--- config.mk ---
export PLATFORM = sky130hd
export DESIGN_NAME = port_d_alternate_function_mux
export DESIGN_NICKNAME = d
export VERILOG_FILES = /design/src/hw/port_d_mux_pkg.sv /design/src/hw/pin_override_cell.sv /design/src/hw/port_d_alternate_function_mux.sv
export SDC_FILE = /design/constraint.sdc
export NUM_CORES = 1
export LEC_CHECK = 0
export BUFFER_PORTS_ARGS = -buffer_cell sky130_fd_sc_hd__buf_2
export CAP_MARGIN = 30
export CORE_MARGIN = 10
export CORE_UTILIZATION = 30
export DETAILED_ROUTE_END_ITERATION = 12
export PLACE_DENSITY = 0.77
export SYNTH_ARGS = -nofsm -noshare
export SYNTH_HDL_FRONTEND = slang
export SYNTH_SLANG_ARGS = --single-unit
--- constraint.sdc ---
create_clock -name clk -period 1.8 [get_ports clk]
set_clock_uncertainty 0.05 [all_clocks]
set_input_delay 0.09 -clock clk [delete_from_list [all_inputs] [get_ports clk]]
set_output_delay 0.09 -clock clk [all_outputs]
set_load 0.005 [all_outputs]
--- src/hw/port_d_mux_pkg.sv ---
// Constants shared by the port D alternate function mux
package port_d_mux_pkg;
    localparam int PIN_COUNT = 7;
    localparam int PIN_EXT_IRQ = 6;
    localparam int PIN_SPARE5 = 5;
    localparam int PIN_RX_SCK = 4;
    localparam int PIN_TX_MOSI = 3;
    localparam int PIN_MISO = 2;
    localparam int PIN_CLK_OUT = 1;
    localparam int PIN_SPARE0 = 0;
    localparam logic [6:0] DIR_RESET = 7'h00;
    localparam logic [6:0] OUT_RESET = 7'h00;
    localparam logic [6:0] PULL_RESET = 7'h00;
    typedef enum logic [1:0] {
        SPI_OFF,
        SPI_SLAVE,
        SPI_MASTER
    } spi_role_type;
endpackage

--- src/hw/pin_override_cell.sv ---
// One pin cell: applies a peripheral override or the ordinary port values
`timescale 1ns/10ps
module pin_override_cell (
    input wire logic portDir, // Ordinary direction bit
    input wire logic portOut, // Ordinary output bit
    input wire logic pullUpAllowed, // Global pull-up permission
    input wire logic dirOverrideEn, // Direction override enable
    input wire logic dirOverrideVal, // Direction override value
    input wire logic valOverrideEn, // Value override enable
    input wire logic valOverrideVal, // Value override value
    input wire logic pullOverrideEn, // Pull-up override enable
    input wire logic pullOverrideVal, // Pull-up override value
    output logic pinDrive, // Output enable of the pin
    output logic pinValue, // Output level of the pin
    output logic pinPullUp // Pull-up enable
);
    always_comb begin
        pinDrive = dirOverrideEn ? dirOverrideVal : portDir;
        pinValue = valOverrideEn ? valOverrideVal : portOut;
        if (pullOverrideEn) begin
            pinPullUp = pullOverrideVal;
        end else begin
            pinPullUp = ~portDir & portOut & pullUpAllowed;
        end
    end
endmodule

--- src/hw/port_d_alternate_function_mux.sv ---
// Port D pins 6..0: peripheral overrides of direction, value and pull-up
`timescale 1ns/10ps
// Notes on behaviour
// - Receiver enabled forces pin 4 to input.
// - Receiver-held pin 4 gets pull-up when its output bit is one.
// - SPI slave forces clock pin 4 input; master follows direction bit.
// - SPI-forced pin 4 input keeps pull-up under its output bit.
// - Transmitter enabled drives pin 3 as output with transmit data.
// - SPI slave uses pin 3 as slave select, active low.
// - Pin 3 data is input for slave, direction bit for master.
// - SPI-forced pin 3 input keeps pull-up under its output bit.
// - Pin 2 input for master, direction bit for slave, pull-up kept.
// - Clock output option drives divided clock on pin 1, overriding bits.
// - Divided clock stays on pin 1 during reset.
// - Pin 6 feeds external interrupt 0; input kept enabled when enabled.
module port_d_alternate_function_mux
    import port_d_mux_pkg::*;
(
    input wire logic clk, // System clock
    input wire logic rst_n, // Async reset, active low
    input wire logic [6:0] portDirBits, // Ordinary direction bits
    input wire logic [6:0] portOutBits, // Ordinary output bits
    input wire logic [6:0] pinInput, // Pin levels, synchronous
    input wire logic pullUpDisable, // Global pull-up disable
    input wire logic receiverEnable, // Serial receiver enable
    input wire logic transmitterEnable, // Serial transmitter enable
    input wire logic transmitData, // Serial transmit data
    input wire logic spiEnable, // SPI enable
    input wire logic spiMaster, // SPI is master
    input wire logic spiPinSelect, // SPI on these alternate pins
    input wire logic spiClockOut, // SPI master clock
    input wire logic spiMosiOut, // SPI master data out
    input wire logic spiMisoOut, // SPI slave data out
    input wire logic timer0CompareEn, // Timer 0 compare A output enable
    input wire logic timer0CompareA, // Timer 0 compare A level
    input wire logic timer1CompareEn, // Timer 1 compare A output enable
    input wire logic timer1CompareA, // Timer 1 compare A level
    input wire logic clockOutputOption, // Divided clock output option
    input wire logic dividedClock, // Divided system clock
    input wire logic extIrqZeroEnable, // External interrupt 0 enable
    input wire logic adc3DigitalOff, // Digital input off on pin 6
    output logic [6:0] pinDrive, // Pin output enables
    output logic [6:0] pinValue, // Pin output levels
    output logic [6:0] pinPullUp, // Pin pull-up enables
    output logic serialReceiveData, // Registered receive data
    output logic spiClockIn, // Registered SPI slave clock
    output logic spiSlaveSelect, // Registered slave select, low active
    output logic spiMosiIn, // Registered slave data in
    output logic spiMisoIn, // Registered master data in
    output logic timer1CaptureIn, // Registered capture input
    output logic externalIrqZero, // Registered external interrupt 0
    output logic spiSlaveActive // Slave selected and enabled
);
    import port_d_mux_pkg::*;

    spi_role_type spiRole;
    logic spiOnPins;
    logic pin6InputOn;
    logic [6:0] dirOvEn, dirOvVal, valOvEn, valOvVal, pullOvEn, pullOvVal;
    logic [6:0] cellDrive, cellValue, cellPull;

    always_comb begin
        spiOnPins = spiEnable & spiPinSelect;
        if (!spiOnPins) begin
            spiRole = SPI_OFF;
        end else if (spiMaster) begin
            spiRole = SPI_MASTER;
        end else begin
            spiRole = SPI_SLAVE;
        end
        pin6InputOn = extIrqZeroEnable | ~adc3DigitalOff;
    end

    always_comb begin
        dirOvEn = 7'h00;
        dirOvVal = 7'h00;
        valOvEn = 7'h00;
        valOvVal = 7'h00;
        pullOvEn = 7'h00;
        pullOvVal = 7'h00;
        // Pin 4: receiver first, then SPI clock
        if (receiverEnable) begin
            dirOvEn[PIN_RX_SCK] = 1'b1;
            pullOvEn[PIN_RX_SCK] = 1'b1;
            pullOvVal[PIN_RX_SCK] = portOutBits[PIN_RX_SCK] & ~pullUpDisable;
        end else begin
            case (spiRole)
                SPI_SLAVE: begin
                    dirOvEn[PIN_RX_SCK] = 1'b1;
                    pullOvEn[PIN_RX_SCK] = 1'b1;
                    pullOvVal[PIN_RX_SCK] = portOutBits[PIN_RX_SCK] & ~pullUpDisable;
                end
                SPI_MASTER: begin
                    valOvEn[PIN_RX_SCK] = 1'b1;
                    valOvVal[PIN_RX_SCK] = spiClockOut;
                end
                default: begin
                end
            endcase
        end
        // Pin 3: transmitter, then SPI, then timer 0
        if (transmitterEnable) begin
            dirOvEn[PIN_TX_MOSI] = 1'b1;
            dirOvVal[PIN_TX_MOSI] = 1'b1;
            valOvEn[PIN_TX_MOSI] = 1'b1;
            valOvVal[PIN_TX_MOSI] = transmitData;
            pullOvEn[PIN_TX_MOSI] = 1'b1;
        end else begin
            case (spiRole)
                SPI_SLAVE: begin
                    dirOvEn[PIN_TX_MOSI] = 1'b1;
                    pullOvEn[PIN_TX_MOSI] = 1'b1;
                    pullOvVal[PIN_TX_MOSI] = portOutBits[PIN_TX_MOSI] & ~pullUpDisable;
                end
                SPI_MASTER: begin
                    valOvEn[PIN_TX_MOSI] = 1'b1;
                    valOvVal[PIN_TX_MOSI] = spiMosiOut;
                end
                default: begin
                    valOvEn[PIN_TX_MOSI] = timer0CompareEn;
                    valOvVal[PIN_TX_MOSI] = timer0CompareA;
                end
            endcase
        end
        // Pin 2: SPI data in/out, then timer 1
        case (spiRole)
            SPI_MASTER: begin
                dirOvEn[PIN_MISO] = 1'b1;
                pullOvEn[PIN_MISO] = 1'b1;
                pullOvVal[PIN_MISO] = portOutBits[PIN_MISO] & ~pullUpDisable;
            end
            SPI_SLAVE: begin
                valOvEn[PIN_MISO] = 1'b1;
                valOvVal[PIN_MISO] = spiMisoOut;
            end
            default: begin
                valOvEn[PIN_MISO] = timer1CompareEn;
                valOvVal[PIN_MISO] = timer1CompareA;
            end
        endcase
        // Pin 1: divided clock, independent of reset
        if (clockOutputOption) begin
            dirOvEn[PIN_CLK_OUT] = 1'b1;
            dirOvVal[PIN_CLK_OUT] = 1'b1;
            valOvEn[PIN_CLK_OUT] = 1'b1;
            valOvVal[PIN_CLK_OUT] = dividedClock;
            pullOvEn[PIN_CLK_OUT] = 1'b1;
        end
    end

    genvar i;
    generate
        for (i = 0; i < PIN_COUNT; i++) begin : g_pin
            pin_override_cell u_cell (
                .portDir(portDirBits[i]),
                .portOut(portOutBits[i]),
                .pullUpAllowed(~pullUpDisable),
                .dirOverrideEn(dirOvEn[i]),
                .dirOverrideVal(dirOvVal[i]),
                .valOverrideEn(valOvEn[i]),
                .valOverrideVal(valOvVal[i]),
                .pullOverrideEn(pullOvEn[i]),
                .pullOverrideVal(pullOvVal[i]),
                .pinDrive(cellDrive[i]),
                .pinValue(cellValue[i]),
                .pinPullUp(cellPull[i])
            );
        end
    endgenerate

    // Pin control is combinational so the clock pin works through reset
    always_comb begin
        pinDrive = cellDrive;
        pinValue = cellValue;
        pinPullUp = cellPull;
    end

    // Input sampling for the peripherals
    always_ff @(posedge clk or negedge rst_n) begin
        if (!rst_n) begin
            serialReceiveData <= 1'b1;
            timer1CaptureIn <= 1'b0;
            spiClockIn <= 1'b0;
        end else begin
            serialReceiveData <= pinInput[PIN_RX_SCK];
            timer1CaptureIn <= pinInput[PIN_RX_SCK];
            spiClockIn <= pinInput[PIN_RX_SCK];
        end
    end

    always_ff @(posedge clk or negedge rst_n) begin
        if (!rst_n) begin
            spiSlaveSelect <= 1'b1;
            spiMosiIn <= 1'b0;
            spiMisoIn <= 1'b0;
            spiSlaveActive <= 1'b0;
        end else begin
            spiSlaveSelect <= pinInput[PIN_TX_MOSI];
            spiMosiIn <= pinInput[PIN_TX_MOSI];
            spiMisoIn <= pinInput[PIN_MISO];
            spiSlaveActive <= (spiRole == SPI_SLAVE) & ~pinInput[PIN_TX_MOSI];
        end
    end

    always_ff @(posedge clk or negedge rst_n) begin
        if (!rst_n) begin
            externalIrqZero <= 1'b0;
        end else begin
            externalIrqZero <= pin6InputOn & pinInput[PIN_EXT_IRQ];
        end
    end
endmodule

==> results of run 1 <==
cells in the mapped netlist, drive strengths merged:
library cell	instances	area, µm²
buf	22	165
nor3b	7	62.6
dfrtp	5	125
inv	4	15.0
and2	2	13.8
dfstp	2	52.6
mux2	2	22.5
nand2	2	7.51
nor2	2	7.51
o21ai	2	13.8
a211oi	1	7.51
a21boi	1	7.51
a21oi	1	5.00
a221o	1	10.0
a221oi	1	8.76
a32o	1	10.0
and3	1	7.51
and3b	1	10.0
and4b	1	10.0
nand3	1	5.00
nand4	1	6.26
nor3	1	5.00
o211ai	1	7.51
or2	1	6.26
flip-flops by register name (all words and copies together) (netlist names):
signal	flops
externalIrqZero	1
serialReceiveData	1
spiMisoIn	1
spiMosiIn	1
spiSlaveActive	1
spiSlaveSelect	1
timer1CaptureIn	1
power breakdown:
group | internal [mW] | switching (mW)
clock network | 0.0841 | 0.0502
logic | 0.0807 | 0.0592
registers | 0.167 | 0.00185
cell families (layout without fill, tap and decap cells):
logic type / after synthesis / after routing
simple gates: 20 / 20
compound gates: 9 / 9
mux: 2 / 2
buf+inv: 26 / 79
flops: 7 / 7
through the flow:
step / setup WS, ns / power [mW] / hold WS (ns)
2_1_floorplan: 0.885 / 0.251 / -0.256
3_3_place_gp: 0.650 / 0.303 / -0.131
3_5_place_dp: 0.657 / 0.306 / -0.127
4_1_cts: 0.654 / 0.456 / 0.0189
5_1_grt: 0.573 / 0.486 / 0.0284
6_report: 0.676 / 0.443 / 0.0336
area by class of cell:
| cell class | instances | share of cell area [%] |
|---|---|---|
| Sequential cell | 7 | 20.5 |
| Timing Repair Buffer | 71 | 43.9 |
| Multi-Input combinational cell | 31 | 27.0 |
| Tap cell | 27 | 3.90 |
| Inverter | 4 | 1.73 |
| Clock buffer | 4 | 3.03 |
critical path, delay by kind of cell:
kind | cells | cell delay (ns)
AND/OR/NAND/NOR | 2 | 0.30
buffers and inverters | 2 | 0.26
multiplexers | 1 | 0.33
worst min path at each step:
| stage | start | endpoint | depth (start not counted) |
|---|---|---|---|
| after floorplan | rst_n | externalIrqZero | 0 |
| after global placement | rst_n | spiMisoIn | 1 |
| after detailed placement | rst_n | spiMisoIn | 1 |
| after CTS | spiMaster | spiSlaveActive | 2 |
| after global routing | pinInput[6] | externalIrqZero | 2 |
| final | spiMaster | spiSlaveActive | 2 |
layer usage:
| metal | track usage, % | up-vias | share of wire, % |
|---|---|---|---|
| li1 | - | 307 | - |
| met1 | 8.06 | 273 | 36 |
| met2 | 15.3 | 47 | 47 |
| met3 | 7.39 | 2 | 17 |
| met4 | 4.01 | 0 | 0.31 |
| met5 | 0 | - | 0 |
what timing repair did:
action | CTS | global route
endpoints found under the hold margin | 14 | 0
hold buffers | 5 | 0
resized for setup | 0 | 0
==> impl_metrics.json, run 1 <==
{
  "status": "complete, no violations",
  "critical_path.startpoint_type": "input pin",
  "dieWidth_um": 64.4,
  "main_combinational_cell_family_by_area_after_synthesis": "buffers and inverters",
  "cts.sink_count": 7,
  "floorplan.rows": 16,
  "ioPinCount": 70,
  "synth_compound_area_share_pct": 11.8,
  "netlist-cell-type-count": 27,
  "layout-drive-gt1-share_pct": 68.4,
  "placedCellCount": 135,
  "cts-root-buf": "clkbuf_4",
  "wire_length_of_the_first_global_routing_pass_um": 3130,
  "muxShareOfSynthArea_pct": 3.81,
  "yosys.area_share.simple_pct": 23.9,
  "vias": 629,
  "final_core_util_pct": 45.1,
  "timing.setup.tns_ns": 0,
  "syn-mean-instance-area_um2": 9.25,
  "synth.net_count": 105,
  "layoutNonFillerInstCount": 144,
  "cp_data_arrival_time_ns": 0.98,
  "dieArea_mm2": 0.00415,
  "final.fill_count": 198,
  "number_of_global_route_vias_before_repair": 749,
  "yosysWarnings": 0,
  "period_minus_slack_ns": 1.12,
  "io_buffer_count": 66,
  "syn2layout_area_growth_pct": 46.5,
  "area_taken_by_multi_input_logic_gates_um2": 234,
  "rsz0062_at_grt": "no",
  "grt_max_degree": 8,
  "cts_tree": "yes",
  "final_net_count": 159,
  "maxSlewHeadroom_pct": 84.4,
  "syn-cell-area_um2": 592,
  "critical_path.max_stage_delay_ns": 0.33,
  "seq_area_frac_synth_pct": 30.0,
  "slew_violations": 0,
  "setup.worst_path.class": "in -> out",
  "worstSetupStartpoint": "spiMaster",
  "placed_cell_area_um2": 791,
  "synthAdderAreaFrac_pct": 0,
  "timing.final.crit_share_pct": 62.4,
  "drt_pre_antenna_iters": 3,
  "antenna_violating_nets_post_route": 0,
  "power_per_cell_area_mw_per_mm2": 511,
  "timing.critical_path.slowest_stage_cell": "mux2_2",
  "setup_viol": 0,
  "crit_path_max_fanout": 6,
  "global_route.usage.total_pct": 9.21,
  "power_leakage_nw": 0.485,
  "critPathRequiredTime_ns": 1.66,
  "max_clock_freq_mhz": 890,
  "globalplace.congestion": 0.775,
  "via_per_inst": 4.37,
  "initial_core_util_pct": 30.8,
  "crit_end": "pinValue[4]",
  "grt_antenna_before_repair": 0,
  "cts-buffers-inserted": 3,
  "placeableCoreArea_mm2": 0.00192,
  "post-cts-setup-buffers": 0,
  "wl_per_cell_um": 13.5,
  "vdd_drop_max_mv": 0.231,
  "nature_of_the_critical_path_endpoint": "output port",
  "crit_top_cell": "buf_2",
  "synth-seq-cells": 7,
  "ff_latch_area_um2": 178,
  "maxCapViolCount": 0,
  "finalHoldViolCount": 0,
  "post_synth_xor_area_fraction_pct": 0,
  "final_common_cell": "buf_2",
  "tightest_slew_ns": 0.234,
  "drt_iter0_markers": 6,
  "drcViolationCount": 0,
  "detailed_place_hpwl_um": 1720,
  "ctsHtreeMaxLevel": 1,
  "antenna_cells": 0,
  "clk_transition_reported_paths_ns": 0.05,
  "post_synth_inst_count": 64,
  "timing.critical_path.cells": "buf_2 -> nand3_1 -> nor2_1 -> mux2_2 -> buf_2",
  "design_area_um2": 867,
  "postRouteWirelength_um": 1940,
  "global_route.overflow_total": 0,
  "max-clock-path-buffers": 2,
  "layout_common_cells": "66 x buf_2, 5 x nor3b_1, 5 x dfrtp_1, 5 x dlygate4sd3_1, 4 x inv_1",
  "timing.hold.worst.class": "in -> reg",
  "die_span_in_y_um": 64.4
}
Note: power is estimated with default switching activity, not from simulation.
==> run 2, diff against run 1 <==
- clock period: 1.8 -> 1.1 ns (I/O delays scaled with it)
==> impl_metrics.json, run 2 (synthesis gave the netlist of run 1 again) <==
{
  "critical_path.max_stage_delay_ns": 0.25,
  "maxSlewHeadroom_pct": 83.8,
  "grt_max_degree": 8,
  "via_per_inst": 4.45,
  "layoutNonFillerInstCount": 147,
  "period_minus_slack_ns": 1.01,
  "maxCapViolCount": 0,
  "ctsHtreeMaxLevel": 1,
  "globalplace.congestion": 0.773,
  "setup_viol": 0,
  "number_of_global_route_vias_before_repair": 776,
  "final.setup.worst_slack_ns": 0.0913,
  "dieArea_mm2": 0.00415,
  "max_clock_freq_mhz": 991,
  "postRouteWirelength_um": 2010,
  "critPathRequiredTime_ns": 1.00,
  "setup.worst_path.class": "in -> out",
  "vdd_drop_max_mv": 0.359,
  "drt_pre_antenna_iters": 4,
  "power_uw": 739,
  "post-cts-setup-buffers": 0,
  "area_taken_by_multi_input_logic_gates_um2": 245,
  "grt_antenna_before_repair": 0,
  "timing.setup.tns_ns": 0,
  "final_core_util_pct": 47.1,
  "ff_latch_area_um2": 178,
  "clk_transition_reported_paths_ns": 0.05,
  "detailed_place_hpwl_um": 1790,
  "timing.critical_path.cells": "buf_2 -> nand2_1 -> and3_2 -> a221o_1 -> buf_2",
  "power_per_cell_area_mw_per_mm2": 816,
  "dieWidth_um": 64.4,
  "floorplan.rows": 16,
  "nature_of_the_critical_path_endpoint": "output port",
  "die_span_in_y_um": 64.4,
  "critical_path.startpoint_type": "input pin",
  "syn2layout_area_growth_pct": 53.1,
  "min_delay_path_depth": 3,
  "power_leakage_nw": 0.501,
  "timing.final.crit_share_pct": 91.7,
  "drt_iter0_markers": 6,
  "global_route.overflow_total": 0,
  "cts_tree": "yes",
  "timing.critical_path.slowest_stage_cell": "a221o_1",
  "wl_per_cell_um": 13.7,
  "antenna_violating_nets_post_route": 0,
  "cts-buffers-inserted": 3,
  "final_common_cell": "buf_2",
  "status": "complete, no violations",
  "layout-drive-gt1-share_pct": 69.2,
  "wire_length_of_the_first_global_routing_pass_um": 3180,
  "layout_common_cells": "66 x buf_2, 7 x dlygate4sd3_1, 5 x nor3b_1, 5 x dfrtp_1, 4 x inv_1",
  "critical_hold_path_startpoint": "spiMaster",
  "global_route.usage.total_pct": 9.32,
  "worstHoldEndpoint": "spiSlaveActive",
  "placedCellCount": 136,
  "drcViolationCount": 0,
  "final.fill_count": 199,
  "pre_cts_ws_ns": 0.0252,
  "finalHoldViolCount": 0,
  "slew_violations": 0,
  "io_buffer_count": 66,
  "antenna_cells": 0,
  "tightest_slew_ns": 0.242,
  "initial_core_util_pct": 30.8,
  "crit_top_cell": "buf_2",
  "rsz0062_at_grt": "no",
  "timing.hold.worst.class": "in -> reg",
  "vias": 654,
  "cp_data_arrival_time_ns": 0.90,
  "cts-root-buf": "clkbuf_4",
  "ioPinCount": 70,
  "crit_path_max_fanout": 6,
  "max-clock-path-buffers": 2,
  "cts.sink_count": 7,
  "final_net_count": 162,
  "placeableCoreArea_mm2": 0.00192
}
[run 2: per-layer routing]
metal / vias up / part of all wire (%) / GRT usage, %
met5: - / 0 / 0
met4: 0 / 0 / 3.21
met3: 0 / 17 / 6.87
met2: 53 / 49 / 16.6
met1: 286 / 34 / 7.87
li1: 315 / - / -
[run 2: power breakdown]
part | total, mW | leakage (nW) | switching (mW) | internal (mW)
registers | 0.276 | 0.0820 | 0.00269 | 0.273
clock network | 0.221 | 0.0150 | 0.0830 | 0.138
logic | 0.242 | 0.404 | 0.102 | 0.141
[run 2: layout make-up]
cell class	instances	area share [%]
clock buffers	4	2.90
inverters	4	1.66
multi-input cells	31	27.1
flip-flops and latches	7	19.6
well taps	27	3.73
repair buffers	74	45.0
[run 2: worst max path at each step]
stage,end,from,slack [ns],cells past startpoint
2_1_floorplan,pinValue[4],spiEnable,0.25,4
3_3_place_gp,pinValue[4],spiEnable,0.03,5
3_5_place_dp,pinValue[4],spiEnable,0.03,5
4_1_cts,pinValue[4],spiEnable,0.03,5
5_1_grt,pinValue[2],spiEnable,0.006,5
6_report,pinValue[2],spiEnable,0.09,5
[run 2: through the flow]
stage	hold slack [ns]	area, µm²
detailed placement	-0.161	798
CTS	0.0455	895
global placement	-0.166	798
global route	0.0732	906
finish	0.0694	906
floorplan	-0.291	592
[run 2: worst max-delay path: cells and delay by family]
| family | cells | cell delay, ns |
|---|---|---|
| AOI/OAI and AO/OA | 1 | 0.25 |
| buffers and inverters | 2 | 0.26 |
| and+or+nand+nor | 2 | 0.35 |
[run 2: repair_timing]
| item | in CTS | in global routing |
|---|---|---|
| hold buffers | 7 | 0 |
| setup endpoints to repair | 0 | 1 |
| resized for setup | 0 | 2 |
| endpoints found under the hold margin | 14 | 0 |
